==> config.mk <==
export PLATFORM = sky130hd
export DESIGN_NAME = isp_flash_eeprom_sequencer
export DESIGN_NICKNAME = d
export VERILOG_FILES = /design/src/isp_seq_pkg.sv /design/src/isp_flash_eeprom_sequencer.sv
export SDC_FILE = /design/constraint.sdc
export NUM_CORES = 2
export LEC_CHECK = 0
export BUFFER_PORTS_ARGS = -buffer_cell sky130_fd_sc_hd__buf_2
export CORE_MARGIN = 1.5
export CORE_UTILIZATION = 35
export DETAILED_ROUTE_END_ITERATION = 16
export GPL_TIMING_DRIVEN = 1
export PLACE_DENSITY_LB_ADDON = 0.05
export SLEW_MARGIN = 20
export SYNTH_ARGS = -nofsm -noshare
export SYNTH_HDL_FRONTEND = slang
export SYNTH_SLANG_ARGS = --single-unit
==> constraint.sdc <==
create_clock -name ref_clk_i -period 4.1 [get_ports ref_clk_i]
set_input_delay 0.615 -clock ref_clk_i [delete_from_list [all_inputs] [get_ports ref_clk_i]]
set_output_delay 0.615 -clock ref_clk_i [all_outputs]
set_load 0.005 [all_outputs]
==> src/isp_seq_pkg.sv <==
// constants and types for the isp flash/eeprom sequencer
package isp_seq_pkg;
  localparam logic [7:0]  OFS_MODE      = 8'hEA;
  localparam logic [7:0]  OFS_CTRL      = 8'hEB;
  localparam logic [7:0]  OFS_STAT      = 8'hEC;
  localparam logic [7:0]  OFS_TIME      = 8'hED;
  localparam logic [7:0]  OFS_ADDR_LO   = 8'hF2;
  localparam logic [7:0]  OFS_ADDR_MID  = 8'hF3;
  localparam logic [7:0]  OFS_ADDR_HI   = 8'hF4;
  localparam logic [7:0]  OFS_DATA      = 8'hF5;
  localparam int          MB_FLASH      = 7;
  localparam int          MB_EE         = 6;
  localparam int          MB_PGM        = 5;
  localparam int          MB_ERS        = 4;
  localparam int          MB_PB         = 3;
  localparam int          MB_OTP        = 2;
  localparam int          MB_VFY        = 1;
  localparam int          MB_EN         = 0;
  localparam logic [7:0]  MODE_BULK_OTP = 8'h8D;
  localparam logic [7:0]  MODE_OTP_READ = 8'h85;
  localparam logic [7:0]  MODE_FL_PVFY  = 8'hA3;
  localparam logic [7:0]  CTRL_PB_RESET = 8'h02;
  localparam logic [7:0]  CTRL_START    = 8'h0B;
  localparam logic [7:0]  CTRL_BULK_FL  = 8'h8B;
  localparam logic [7:0]  CTRL_BULK_EE  = 8'h4B;
  localparam logic [7:0]  FL_KEY1       = 8'hAA;
  localparam logic [7:0]  FL_KEY2       = 8'h55;
  localparam logic [7:0]  FL_KEY3       = 8'hA5;
  localparam logic [23:0] FL_ADDR1      = 24'h00F555;
  localparam logic [23:0] FL_ADDR2      = 24'h00FAAA;
  localparam logic [7:0]  EE_KEY1       = 8'hA5;
  localparam logic [7:0]  EE_KEY2       = 8'h5A;
  localparam logic [7:0]  REG_RESET     = 8'h00;
  localparam int          STAT_DONE     = 7;
  localparam int          PRESCALE      = 128;
  localparam int          TIMER_W       = 10;
  localparam int          FLASH_PAGE    = 128;
  localparam int          EE_PAGE       = 16;
  localparam int          MEM_AW        = 24;

  typedef struct packed {
    logic prog;
    logic erase;
    logic bulk;
    logic eeprom;
    logic otp;
  } cell_op_t;

  typedef struct packed {
    logic eeprom;
    logic otp;
    logic vfy_pgm;
    logic vfy_ers;
  } cell_rsel_t;

  typedef enum logic [1:0] {UL_IDLE, UL_KEY1, UL_KEY2, UL_OPEN} unlock_t;
  typedef enum logic {SEQ_IDLE, SEQ_RUN} seq_t;
endpackage

==> src/isp_flash_eeprom_sequencer.sv <==
// program/erase/verify sequencer for flash, otp and data eeprom
//
// What this block does
// [RQ1] memory access only while the debug mode input is high
// [RQ2] flash unlock: AA to F555, 55 to FAAA, A5 to F555 in a row
// [RQ3] eeprom unlock: A5 then 5A written to the data register
// [RQ4] mode 81 plus control 02 clears the page buffer
// [RQ5] page buffer stores each loaded byte and advances its pointer
// [RQ6] page write: select buffer, load, write mode, address, timing
// [RQ7] control 0B starts page program or page erase
// [RQ8] status bit 7 reads 1 when the operation has finished
// [RQ9] page erase ignores buffer data, uses erase mode 91
// [RQ10] bulk erase 8B erases main array, plus otp with mode 8D
// [RQ11] mode 85 makes flash reads return otp data
// [RQ12] otp page write uses write mode A5
// [RQ13] otp page erase uses erase mode 95
// [RQ14] modes A3 and A7 give program-verify reads
// [RQ15] mode 93 gives erase-verify reads
// [RQ16] mode 89 makes flash reads return the page buffer
// [RQ17] eeprom page address direct from data space or from address regs
// [RQ18] eeprom buffer reset uses mode 41, buffer select mode 49
// [RQ19] eeprom page write uses mode 61 and start 0B
// [RQ20] eeprom page erase uses mode 51
// [RQ21] eeprom bulk erase started by control 4B
// [RQ22] eeprom modes 63 and 53 give verify reads
// [RQ23] mode 49 makes eeprom reads return the page buffer
// [RQ24] done flag clears at start and sets at stop
// [RQ25] 10-bit timer on clock/128 ends when equal to timing register
// [RQ26] flash page is 128 bytes, offset bits ignored
// [RQ27] eeprom page is 16 bytes, offset bits ignored
// [RQ28] start ignored unless that memory was unlocked in this debug session
//
// Added by the designer: the register addresses and the strobed register port.
`timescale 1ns/100ps
module isp_flash_eeprom_sequencer
  import isp_seq_pkg::*;
#(
  parameter int FLASH_PAGE_BYTES = FLASH_PAGE,
  parameter int EE_PAGE_BYTES    = EE_PAGE,
  parameter int PRESCALE_DIV     = PRESCALE
) (
  // clock and reset
  input  wire logic              ref_clk_i,
  input  wire logic              rst_b_i,
  // debug state
  input  wire logic              debug_mode_i,
  // register port
  input  wire logic [7:0]        reg_addr_i,
  input  wire logic [7:0]        reg_wdata_i,
  input  wire logic              reg_wr_i,
  input  wire logic              reg_rd_i,
  output logic      [7:0]        reg_rdata_o,
  // memory space port
  input  wire logic [MEM_AW-1:0] mem_addr_i,
  input  wire logic              mem_xdata_i,
  input  wire logic [7:0]        mem_wdata_i,
  input  wire logic              mem_wr_i,
  input  wire logic              mem_rd_i,
  output logic      [7:0]        mem_rdata_o,
  output logic                   mem_rvalid_o,
  // cell array
  output logic                   cell_rd_o,
  output logic      [MEM_AW-1:0] cell_addr_o,
  output cell_rsel_t             cell_rsel_o,
  input  wire logic [7:0]        cell_rdata_i,
  output cell_op_t               cell_op_o,
  output logic      [MEM_AW-1:0] cell_page_o,
  input  wire logic [6:0]        cell_pb_idx_i,
  output logic      [7:0]        cell_pb_data_o
);
  localparam int PBW = $clog2(FLASH_PAGE_BYTES);
  localparam int PSW = $clog2(PRESCALE_DIV);
  localparam logic [PBW-1:0]    EE_PTR_MASK = PBW'(EE_PAGE_BYTES - 1);
  localparam logic [MEM_AW-1:0] FL_OFS_MASK = MEM_AW'(FLASH_PAGE_BYTES - 1);
  localparam logic [MEM_AW-1:0] EE_OFS_MASK = MEM_AW'(EE_PAGE_BYTES - 1);
  localparam logic [PSW-1:0]    PRE_LAST    = PSW'(PRESCALE_DIV - 1);

  logic [7:0]         mode_r;
  logic [7:0]         time_r;
  logic [7:0]         data_r;
  logic [7:0]         addr_hi_r, addr_mid_r, addr_lo_r;
  logic               done_r;
  unlock_t            fl_st_r;
  logic               ee_half_r, ee_open_r;
  logic [7:0]         pb_mem [FLASH_PAGE_BYTES];
  logic [PBW-1:0]     pb_ptr_r, pb_ptr_nxt, pb_rd_idx;
  logic [MEM_AW-1:0]  ee_direct_r;
  logic               indirect_r;
  seq_t               seq_r;
  logic [PSW-1:0]     pre_r;
  logic [TIMER_W-1:0] cnt_r;
  logic               rd_p1_r, rd_pb_r, rd_cell_r;
  logic [7:0]         pb_q_r;
  logic               m_en, m_fl, m_ee, m_pgm, m_ers, m_vfy, m_pb;
  logic               fl_open, ctrl_wr, pb_reset_cmd, pb_sel, pb_load, pb_read;
  logic               page_fl, page_ee, bulk_fl, bulk_ee, start_ok, tick;
  logic [MEM_AW-1:0]  raw_page;

  // mode decode
  assign m_en    = mode_r[MB_EN];
  assign m_fl    = mode_r[MB_FLASH];
  assign m_ee    = mode_r[MB_EE];
  assign m_pgm   = mode_r[MB_PGM] & m_en;
  assign m_ers   = mode_r[MB_ERS] & m_en;
  assign m_vfy   = mode_r[MB_VFY] & m_en;
  assign m_pb    = mode_r[MB_PB] & m_en & ~mode_r[MB_PGM] & ~mode_r[MB_ERS];
  assign fl_open = (fl_st_r == UL_OPEN);
  assign ctrl_wr = reg_wr_i && (reg_addr_i == OFS_CTRL);

  // register writes
  always_ff @(posedge ref_clk_i or negedge rst_b_i) begin
    if (!rst_b_i) begin
      mode_r     <= REG_RESET;
      time_r     <= REG_RESET;
      data_r     <= REG_RESET;
      addr_hi_r  <= REG_RESET;
      addr_mid_r <= REG_RESET;
      addr_lo_r  <= REG_RESET;
    end else if (reg_wr_i) begin
      unique case (reg_addr_i)
        OFS_MODE:     mode_r     <= reg_wdata_i;
        OFS_TIME:     time_r     <= reg_wdata_i;
        OFS_DATA:     data_r     <= reg_wdata_i;
        OFS_ADDR_HI:  addr_hi_r  <= reg_wdata_i;
        OFS_ADDR_MID: addr_mid_r <= reg_wdata_i;
        OFS_ADDR_LO:  addr_lo_r  <= reg_wdata_i;
        default: ;
      endcase
    end
  end

  // register reads, one cycle later; address regs are write-only
  always_ff @(posedge ref_clk_i or negedge rst_b_i) begin
    if (!rst_b_i) begin
      reg_rdata_o <= REG_RESET;
    end else if (reg_rd_i) begin
      unique case (reg_addr_i)
        OFS_MODE: reg_rdata_o <= mode_r;
        OFS_STAT: reg_rdata_o <= {done_r, 4'h0, m_pgm, m_ers, m_vfy}; // RQ8
        OFS_TIME: reg_rdata_o <= time_r;
        OFS_DATA: reg_rdata_o <= data_r;
        default:  reg_rdata_o <= REG_RESET;
      endcase
    end else begin
      reg_rdata_o <= REG_RESET;
    end
  end

  // flash unlock sequence on code-space writes
  always_ff @(posedge ref_clk_i or negedge rst_b_i) begin
    if (!rst_b_i) begin
      fl_st_r <= UL_IDLE;
    end else if (!debug_mode_i) begin
      fl_st_r <= UL_IDLE; // RQ28
    end else if (mem_wr_i && !mem_xdata_i) begin
      unique case (fl_st_r) // RQ2
        UL_IDLE: fl_st_r <= (mem_wdata_i == FL_KEY1 && mem_addr_i == FL_ADDR1) ?
                            UL_KEY1 : UL_IDLE;
        UL_KEY1: fl_st_r <= (mem_wdata_i == FL_KEY2 && mem_addr_i == FL_ADDR2) ?
                            UL_KEY2 : UL_IDLE;
        UL_KEY2: fl_st_r <= (mem_wdata_i == FL_KEY3 && mem_addr_i == FL_ADDR1) ?
                            UL_OPEN : UL_IDLE;
        UL_OPEN: fl_st_r <= UL_OPEN;
      endcase
    end
  end

  // eeprom unlock sequence on data register writes
  always_ff @(posedge ref_clk_i or negedge rst_b_i) begin
    if (!rst_b_i) begin
      ee_half_r <= 1'b0;
      ee_open_r <= 1'b0;
    end else if (!debug_mode_i) begin
      ee_half_r <= 1'b0; // RQ28
      ee_open_r <= 1'b0;
    end else if (reg_wr_i && reg_addr_i == OFS_DATA && !ee_open_r) begin
      ee_open_r <= ee_half_r && (reg_wdata_i == EE_KEY2); // RQ3
      ee_half_r <= (reg_wdata_i == EE_KEY1);
    end
  end

  // page buffer control
  assign pb_reset_cmd = ctrl_wr && reg_wdata_i == CTRL_PB_RESET && m_en &&
                        (m_fl || m_ee) && seq_r == SEQ_IDLE; // RQ4 RQ18
  assign pb_sel  = m_pb && (m_fl || m_ee); // RQ18
  assign pb_load = debug_mode_i && mem_wr_i && pb_sel && (mem_xdata_i == m_ee) &&
                   seq_r == SEQ_IDLE;
  assign pb_ptr_nxt = m_ee ? ((pb_ptr_r + 1'b1) & EE_PTR_MASK) : (pb_ptr_r + 1'b1); // RQ5 RQ27

  always_ff @(posedge ref_clk_i or negedge rst_b_i) begin
    if (!rst_b_i) begin
      pb_ptr_r <= '0;
    end else if (pb_reset_cmd) begin
      pb_ptr_r <= '0;
    end else if (pb_load) begin
      pb_ptr_r <= pb_ptr_nxt; // RQ5
    end
  end

  always_ff @(posedge ref_clk_i) begin
    if (pb_reset_cmd) begin
      for (int i = 0; i < FLASH_PAGE_BYTES; i++) begin
        pb_mem[i] <= REG_RESET; // RQ4
      end
    end else if (pb_load) begin
      pb_mem[pb_ptr_r] <= mem_wdata_i; // RQ5
    end
  end

  always_ff @(posedge ref_clk_i) begin
    cell_pb_data_o <= pb_mem[cell_pb_idx_i[PBW-1:0]];
  end

  // eeprom page address: direct capture or indirect registers
  always_ff @(posedge ref_clk_i or negedge rst_b_i) begin
    if (!rst_b_i) begin
      ee_direct_r <= '0;
      indirect_r  <= 1'b0;
    end else begin
      if (pb_load && mem_xdata_i) begin
        ee_direct_r <= mem_addr_i; // RQ17
      end
      if (reg_wr_i && (reg_addr_i == OFS_ADDR_LO || reg_addr_i == OFS_ADDR_MID ||
                       reg_addr_i == OFS_ADDR_HI)) begin
        indirect_r <= 1'b1; // RQ17
      end else if (pb_reset_cmd) begin
        indirect_r <= 1'b0;
      end
    end
  end

  // start decode
  assign page_fl = m_fl && fl_open && ((m_pgm && !m_ers) || (m_ers && !m_pgm)); // RQ6 RQ9
  assign page_ee = m_ee && ee_open_r && ((m_pgm && !m_ers) || (m_ers && !m_pgm)); // RQ19 RQ20
  assign bulk_fl = m_fl && fl_open && (m_ers || mode_r == MODE_BULK_OTP); // RQ10
  assign bulk_ee = m_ee && ee_open_r && m_ers; // RQ21
  assign start_ok = ctrl_wr && debug_mode_i && seq_r == SEQ_IDLE && !m_vfy &&
                    ((reg_wdata_i == CTRL_START && (page_fl || page_ee)) || // RQ7 RQ28
                     (reg_wdata_i == CTRL_BULK_FL && bulk_fl) ||
                     (reg_wdata_i == CTRL_BULK_EE && bulk_ee));
  assign raw_page = (m_ee && !indirect_r) ? ee_direct_r :
                    {addr_hi_r, addr_mid_r, addr_lo_r};
  assign tick = (pre_r == PRE_LAST);

  // program/erase sequencer and timer
  always_ff @(posedge ref_clk_i or negedge rst_b_i) begin
    if (!rst_b_i) begin
      seq_r       <= SEQ_IDLE;
      done_r      <= 1'b1;
      pre_r       <= '0;
      cnt_r       <= '0;
      cell_op_o   <= '0;
      cell_page_o <= '0;
    end else begin
      unique case (seq_r)
        SEQ_IDLE: begin
          if (start_ok) begin
            seq_r            <= SEQ_RUN;
            done_r           <= 1'b0; // RQ24
            pre_r            <= '0;
            cnt_r            <= '0; // RQ25
            cell_op_o.bulk   <= (reg_wdata_i != CTRL_START); // RQ10 RQ21
            cell_op_o.prog   <= (reg_wdata_i == CTRL_START) && m_pgm; // RQ7
            cell_op_o.erase  <= (reg_wdata_i != CTRL_START) || m_ers; // RQ9
            cell_op_o.eeprom <= m_ee;
            cell_op_o.otp    <= m_fl && mode_r[MB_OTP]; // RQ10 RQ12 RQ13
            cell_page_o      <= m_ee ? (raw_page & ~EE_OFS_MASK) : // RQ27
                                       (raw_page & ~FL_OFS_MASK); // RQ26
          end
        end
        SEQ_RUN: begin
          pre_r <= tick ? '0 : pre_r + 1'b1; // RQ25
          if (tick) begin
            if (cnt_r == TIMER_W'(time_r)) begin
              seq_r     <= SEQ_IDLE;
              done_r    <= 1'b1; // RQ24
              cell_op_o <= '0;
            end else begin
              cnt_r <= cnt_r + 1'b1; // RQ25
            end
          end
        end
      endcase
    end
  end

  // memory reads, data two cycles after the strobe
  assign pb_read   = debug_mode_i && pb_sel && (mem_xdata_i == m_ee); // RQ16 RQ23
  assign pb_rd_idx = m_ee ? (mem_addr_i[PBW-1:0] & EE_PTR_MASK) : mem_addr_i[PBW-1:0];

  always_ff @(posedge ref_clk_i or negedge rst_b_i) begin
    if (!rst_b_i) begin
      rd_p1_r      <= 1'b0;
      rd_pb_r      <= 1'b0;
      rd_cell_r    <= 1'b0;
      pb_q_r       <= REG_RESET;
      cell_rd_o    <= 1'b0;
      cell_addr_o  <= '0;
      cell_rsel_o  <= '0;
      mem_rvalid_o <= 1'b0;
      mem_rdata_o  <= REG_RESET;
    end else begin
      rd_p1_r   <= mem_rd_i;
      rd_pb_r   <= mem_rd_i && pb_read;
      rd_cell_r <= mem_rd_i && debug_mode_i && !pb_read; // RQ1
      cell_rd_o <= mem_rd_i && debug_mode_i && !pb_read; // RQ1
      if (mem_rd_i) begin
        pb_q_r              <= pb_mem[pb_rd_idx]; // RQ16 RQ23
        cell_addr_o         <= mem_addr_i;
        cell_rsel_o.eeprom  <= mem_xdata_i;
        cell_rsel_o.otp     <= !mem_xdata_i && m_fl && mode_r[MB_OTP] && m_en; // RQ11
        cell_rsel_o.vfy_pgm <= m_vfy && m_pgm; // RQ14 RQ22
        cell_rsel_o.vfy_ers <= m_vfy && m_ers; // RQ15 RQ22
      end
      mem_rvalid_o <= rd_p1_r;
      mem_rdata_o  <= rd_pb_r ? pb_q_r : (rd_cell_r ? cell_rdata_i : REG_RESET);
    end
  end
endmodule

Yosys cells after proc, flatten, opt, wreduce, memory -nomap -nowiden:

Memory sizes are Yosys's and may differ from the RTL's. A register that Yosys moved wholly into a read port is not among the register bits.
Cells that the tools add are included.
Widths: inputs -> output; s select.

* reduce and logical (&&, ||, !) cells: 77
* equality and inequality tests: 33
* bitwise logic cells: 9
* add/subtract/negate cells: 3
* muxes and demuxes: 49

Operator list (number)
* $eq 8x8->1 const B: 13
* $mux 7: 8
* $eq 24x16->1 const B: 2
* $logic_and 1x1->1: 47
* $mux 8: 4
* $pmux 8 s4: 1
* $mux 10: 3
* $eq 8x7->1 const B: 3
* $mux 24: 1
* $pmux 10 s2: 1
* $mux 1: 19
* $mux 5: 3
* $add 7x1->7 const B: 2
* $pmux 7 s2: 1
* $reduce_and 2->1: 7
* $add 10x1->10 const B: 1
* $eq 10x8->1: 1
* $pmux 5 s2: 1
* $logic_or 1x1->1: 9
* $eq 8x2->1 const B: 1
* $eq 8x4->1 const B: 1
* $logic_not 1->1: 8
* $mux 2: 4
* $ne 2x1->1 const B: 4
* other kinds (14): 26

* memories: 1
* bits of input ports: 71
* word-level logic and storage cells: 205
* register bits after elaboration: 180
* bits in writable memories: 1024

Memories
* pb_mem: words 128, bits a word 8, read ports 2, clocked after Yosys merged registers in 2, write ports 128, line isp_flash_eeprom_sequencer.sv:85 `logic [7:0] pb_mem [FLASH_PAGE_BYTES];`

Logic depth before layout (Yosys ltp):

* depth after elaboration: 12
* gate-level depth with buffers: 12
* mapped depth without buffers: 8

Least setup slack after synthesis:

OpenSTA, ideal clock, no wires.

* path type: input port to flip-flop
* start: input mem_xdata_i
* end: memory pb_mem[125][0] (enable)
* arrival time: 2.589 ns
* cell stages on the path: 7
* setup slack: 1.127 ns
* setup time: 0.384 ns
* path buffers: 2
* path through: or3b_1 -> a211o_1 -> buf_2 -> nor2_1 -> nand4b_1 -> buf_2 -> o21ai_0

RTL lines
* start, declared: line isp_flash_eeprom_sequencer.sv:55 `input wire logic mem_xdata_i,`
* end, declared: line isp_flash_eeprom_sequencer.sv:85

==> results.md <==
- Sw frac: 23.7%
- Reg2reg start: mode_r[6]
- Row cnt: 156
- Gr ovfl total: 0
- Drt wl/cell: 34.1 um
- Cell area after synthesis: 0.0641 mm2
- Wire length on met3: 14,400 um
- Layout Nets: 4,889
- Clk sink count: 1,208
- R2R Setup Slk: 580 ps
- Layout cell share with drive strength beyond 1: 28.3%
- Die height: 431 um
- Hold_sp: mem_addr_i[17]
- Cts repair resizes: 0
- Die ar.: 0.186 mm2
- Setup Skew: approximately 26 ps
- Tot Pwr: 28.3 mW
- Synth cell types: 80
- Max Clock Freq: 284 MHz
- Initial antenna violation count: 13
- Met2 routed WL: ~120,000 um
- Worst-Skew Late Latency: about 800 ps
- First-pass GRT wire length: 347,000 um
- Period utilization: 85.8%
- Max VDD drop: around 320 uV
- Hpwl dp: 172,000 um
- Vias in the first global route: 42,400
- Core box area: 0.181 mm2
- Ys flop type: edfxtp_1
- Combinational share of power: 6.4%
- Max-Cap Viols: 0
- Layout Utilization: 40.9%
- CTS root buffer: clkbuf_16
- Via Count: 42,600
- Met1 WL: 112,000 um
- Worst Path Required: roughly 4800 ps
- Horiz. Die Dim: 431 um
- Ports: 154
- Finish-stage setup viols: 0
- ANT nets after route: 0
- CTS H-tree depth: 4
- Path depth of the worst reg2reg path: 7
- WL final: 250,000 um
- GRT Total Usage: 26.7%
- Switching power: between 6 and 7 mW
- Final Max Slew Viols: 0
- Largest net degree at the start of global routing: 130
- Slew @ Worst Pin: between 1000 and 1500 ps
- Outcome: finished clean
- Synthesized flop and latch total: 1,208
- CTS tree: yes
- Clock Tree Buf Depth: 3
- Flop pwr share: 47.0%
- Fin. Hold Viols: 0
- Worst hold path class: in2reg
- CTS buffer count: 148
- Uppermost routed layer: met5
- Remaining DRCs: 0
- Ys Warns: 0
- CTS clk-pin slew, worst paths: about 60 ps
- Leakage: 25.1 nW
- Pint: 21.6 mW
- CP arrival: 4170 ps
- Detailed-router iteration count before antenna repair: 6
- Hold path cells: 2
- Clock share of power: 46.7%
- Starting DRT DRC Count: 4,505
- Critical path startpoint category: flip-flop
- Sequential fraction of the synthesis area: a little under three fifths
- Crit path max fanout: 14
- Syn avg cell area: 14.0 um2
- Cells after synthesis: 4,567
- Max-slew headroom: 22.8%
- Post-synth ARST share: 14.6%
- Type of the worst setup path: reg2reg
- Routability cong.: 0.936
- Number of flops mapped to enable cells by yosys: 1,024
- RSZ-0062 raised after global routing: false
- Fin crit period: 3520 ps
- Setup_tns: 0 ps
- Via-to-Cell Ratio: 5.82
- Hold Path Sink: cell_addr_o[17]
- Starting Density: 35.3%
- Area grow syn2layout: 15.8%
- RR Endpoint: pb_mem[11][0]
- Pwr Density: 382 mW/mm2
- Worst Setup End Kind: flip-flop
- Port Buffers: 149
==> power by group through the flow <==
stage,Combinational [mW],Clock (mW),Sequential (mW)
floorplan,0.928,0,13.5
global placement,1.80,0,13.6
detailed placement,1.80,0,13.6
CTS,1.81,13.5,13.3
global route,1.87,13.9,13.3
finish,1.80,13.2,13.3
==> cells in the mapped netlist (6+ instances only) <==
cell type | number | area (um2)
a211oi_1 | 10 | 75.1
a21o_1 | 6 | 45.0
a21oi_1 | 74 | 370
a221oi_1 | 32 | 280
a22o_1 | 10 | 87.6
a22oi_1 | 97 | 728
a31oi_1 | 19 | 119
and2_1 | 644 | 4030
and3_1 | 388 | 2430
buf_1 | 8 | 30.0
buf_2 | 81 | 405
buf_4 | 33 | 248
buf_6 | 28 | 315
clkbuf_1 | 293 | 1100
dfrtp_1 | 175 | 4380
dfxtp_1 | 8 | 160
edfxtp_1 | 1024 | 30700
inv_1 | 7 | 26.3
mux2_2 | 100 | 1130
mux2i_1 | 211 | 2110
mux4_2 | 478 | 10800
nand2_1 | 250 | 938
nand2b_1 | 12 | 75.1
nand3_1 | 34 | 170
nand4_1 | 10 | 62.6
nor2_1 | 120 | 450
nor2_2 | 28 | 175
nor2b_1 | 21 | 131
nor3_1 | 22 | 110
nor4_1 | 11 | 68.8
o211ai_1 | 8 | 60.1
o21a_1 | 10 | 75.1
o21ai_0 | 155 | 776
o221ai_1 | 19 | 166
o22ai_1 | 26 | 163
or2_0 | 8 | 50.1
xor2_1 | 17 | 149
==> kinds of logic (layout without fill, tap and decap cells) <==
logic type | after synthesis | in the layout | share of synthesized area [%]
xor+xnor | 20 | 20 | 0.273
buf+inv | 462 | 826 | 3.53
compound gates | 500 | 500 | 5.06
other cells | 1 | 15 | 0.00585
mux | 789 | 789 | 21.9
simple gates | 1584 | 1584 | 14.1
flops | 1208 | 1208 | 55.1
fa+ha+maj | 3 | 3 | 0.0586
==> how the worst max path moves through the flow <==
stage                         to              from  slack (ps)
6_report           pb_mem[11][0]         mode_r[6]         580
3_3_place_gp   cell_pb_data_o[6]  cell_pb_idx_i[0]         220
4_1_cts            pb_mem[67][4]         mode_r[6]         600
3_5_place_dp   cell_pb_data_o[6]  cell_pb_idx_i[0]         240
5_1_grt            pb_mem[67][4]             seq_r         370
2_1_floorplan     pb_mem[125][0]       mem_xdata_i        1130
==> layout by cell type, fill, tap and decap left out, types with 16 or more instances in the layout <==
cell type / count
and2_1: 644
a21oi_1: 74
buf_2: 132
mux2_2: 100
nor3_1: 16
a31oi_1: 19
a221oi_1: 32
mux2i_1: 211
clkbuf_16: 155
buf_12: 46
o21ai_0: 153
xor2_1: 17
a22oi_1: 97
mux4_2: 478
clkbuf_1: 31
buf_4: 354
dfrtp_1: 175
and3_1: 388
o22ai_1: 26
edfxtp_1: 1024
clkinv_2: 28
nand2_1: 249
o221ai_1: 19
nor2_2: 34
clkinv_1: 31
nor2_1: 113
nand3_1: 32
==> sequential cells by signal, indices dropped and copies added, names as in the netlist, 10 cells and up <==
name and count:
cell_page_o 20, cnt_r 10, cell_addr_o 24, ee_direct_r 20, pb_mem 1024
==> worst max-delay path: stages, from the launching register on <==
cell and delay (ps):
dfrtp_1 560, or3b_1 480, a211o_1 340, nor3_2 270
nand3_2 590, buf_12 410, nor2_1 500, and2_1 210
==> metal layers <==
metal	global-route usage, %	vias to the layer above
li1	-	18100
met1	37.9	22600
met2	42.2	1540
met3	3.95	297
met4	8.35	2
met5	0	-
==> cell type report <==
type	instances	area, um2
antenna	11	27.5
multi-input combinational	2900	26600
inverter	11	41.3
tap	2370	2970
clock buffer	192	4080
clock inverter	77	696
sequential	1208	35300
fill	16700	107000
timing repair buffer	546	4420
==> metrics by stage <==
stage	setup slack, ps	instance area [um2]	instances	hold WS (ps)
after floorplan	1130	64100	4570	319
after global placement	224	69200	7026	333
after detailed placement	235	69200	7026	337
after CTS	602	74100	7303	21.2
after global routing	372	74100	7305	56.3
final	581	74200	7315	80.7
==> timing repair <==
item	4_1_cts	5_1_grt
hold buffers	8	0
setup buffers	0	0
endpoints found under the hold margin	64	0
No activity file was read; power rests on OpenSTA's default activity.
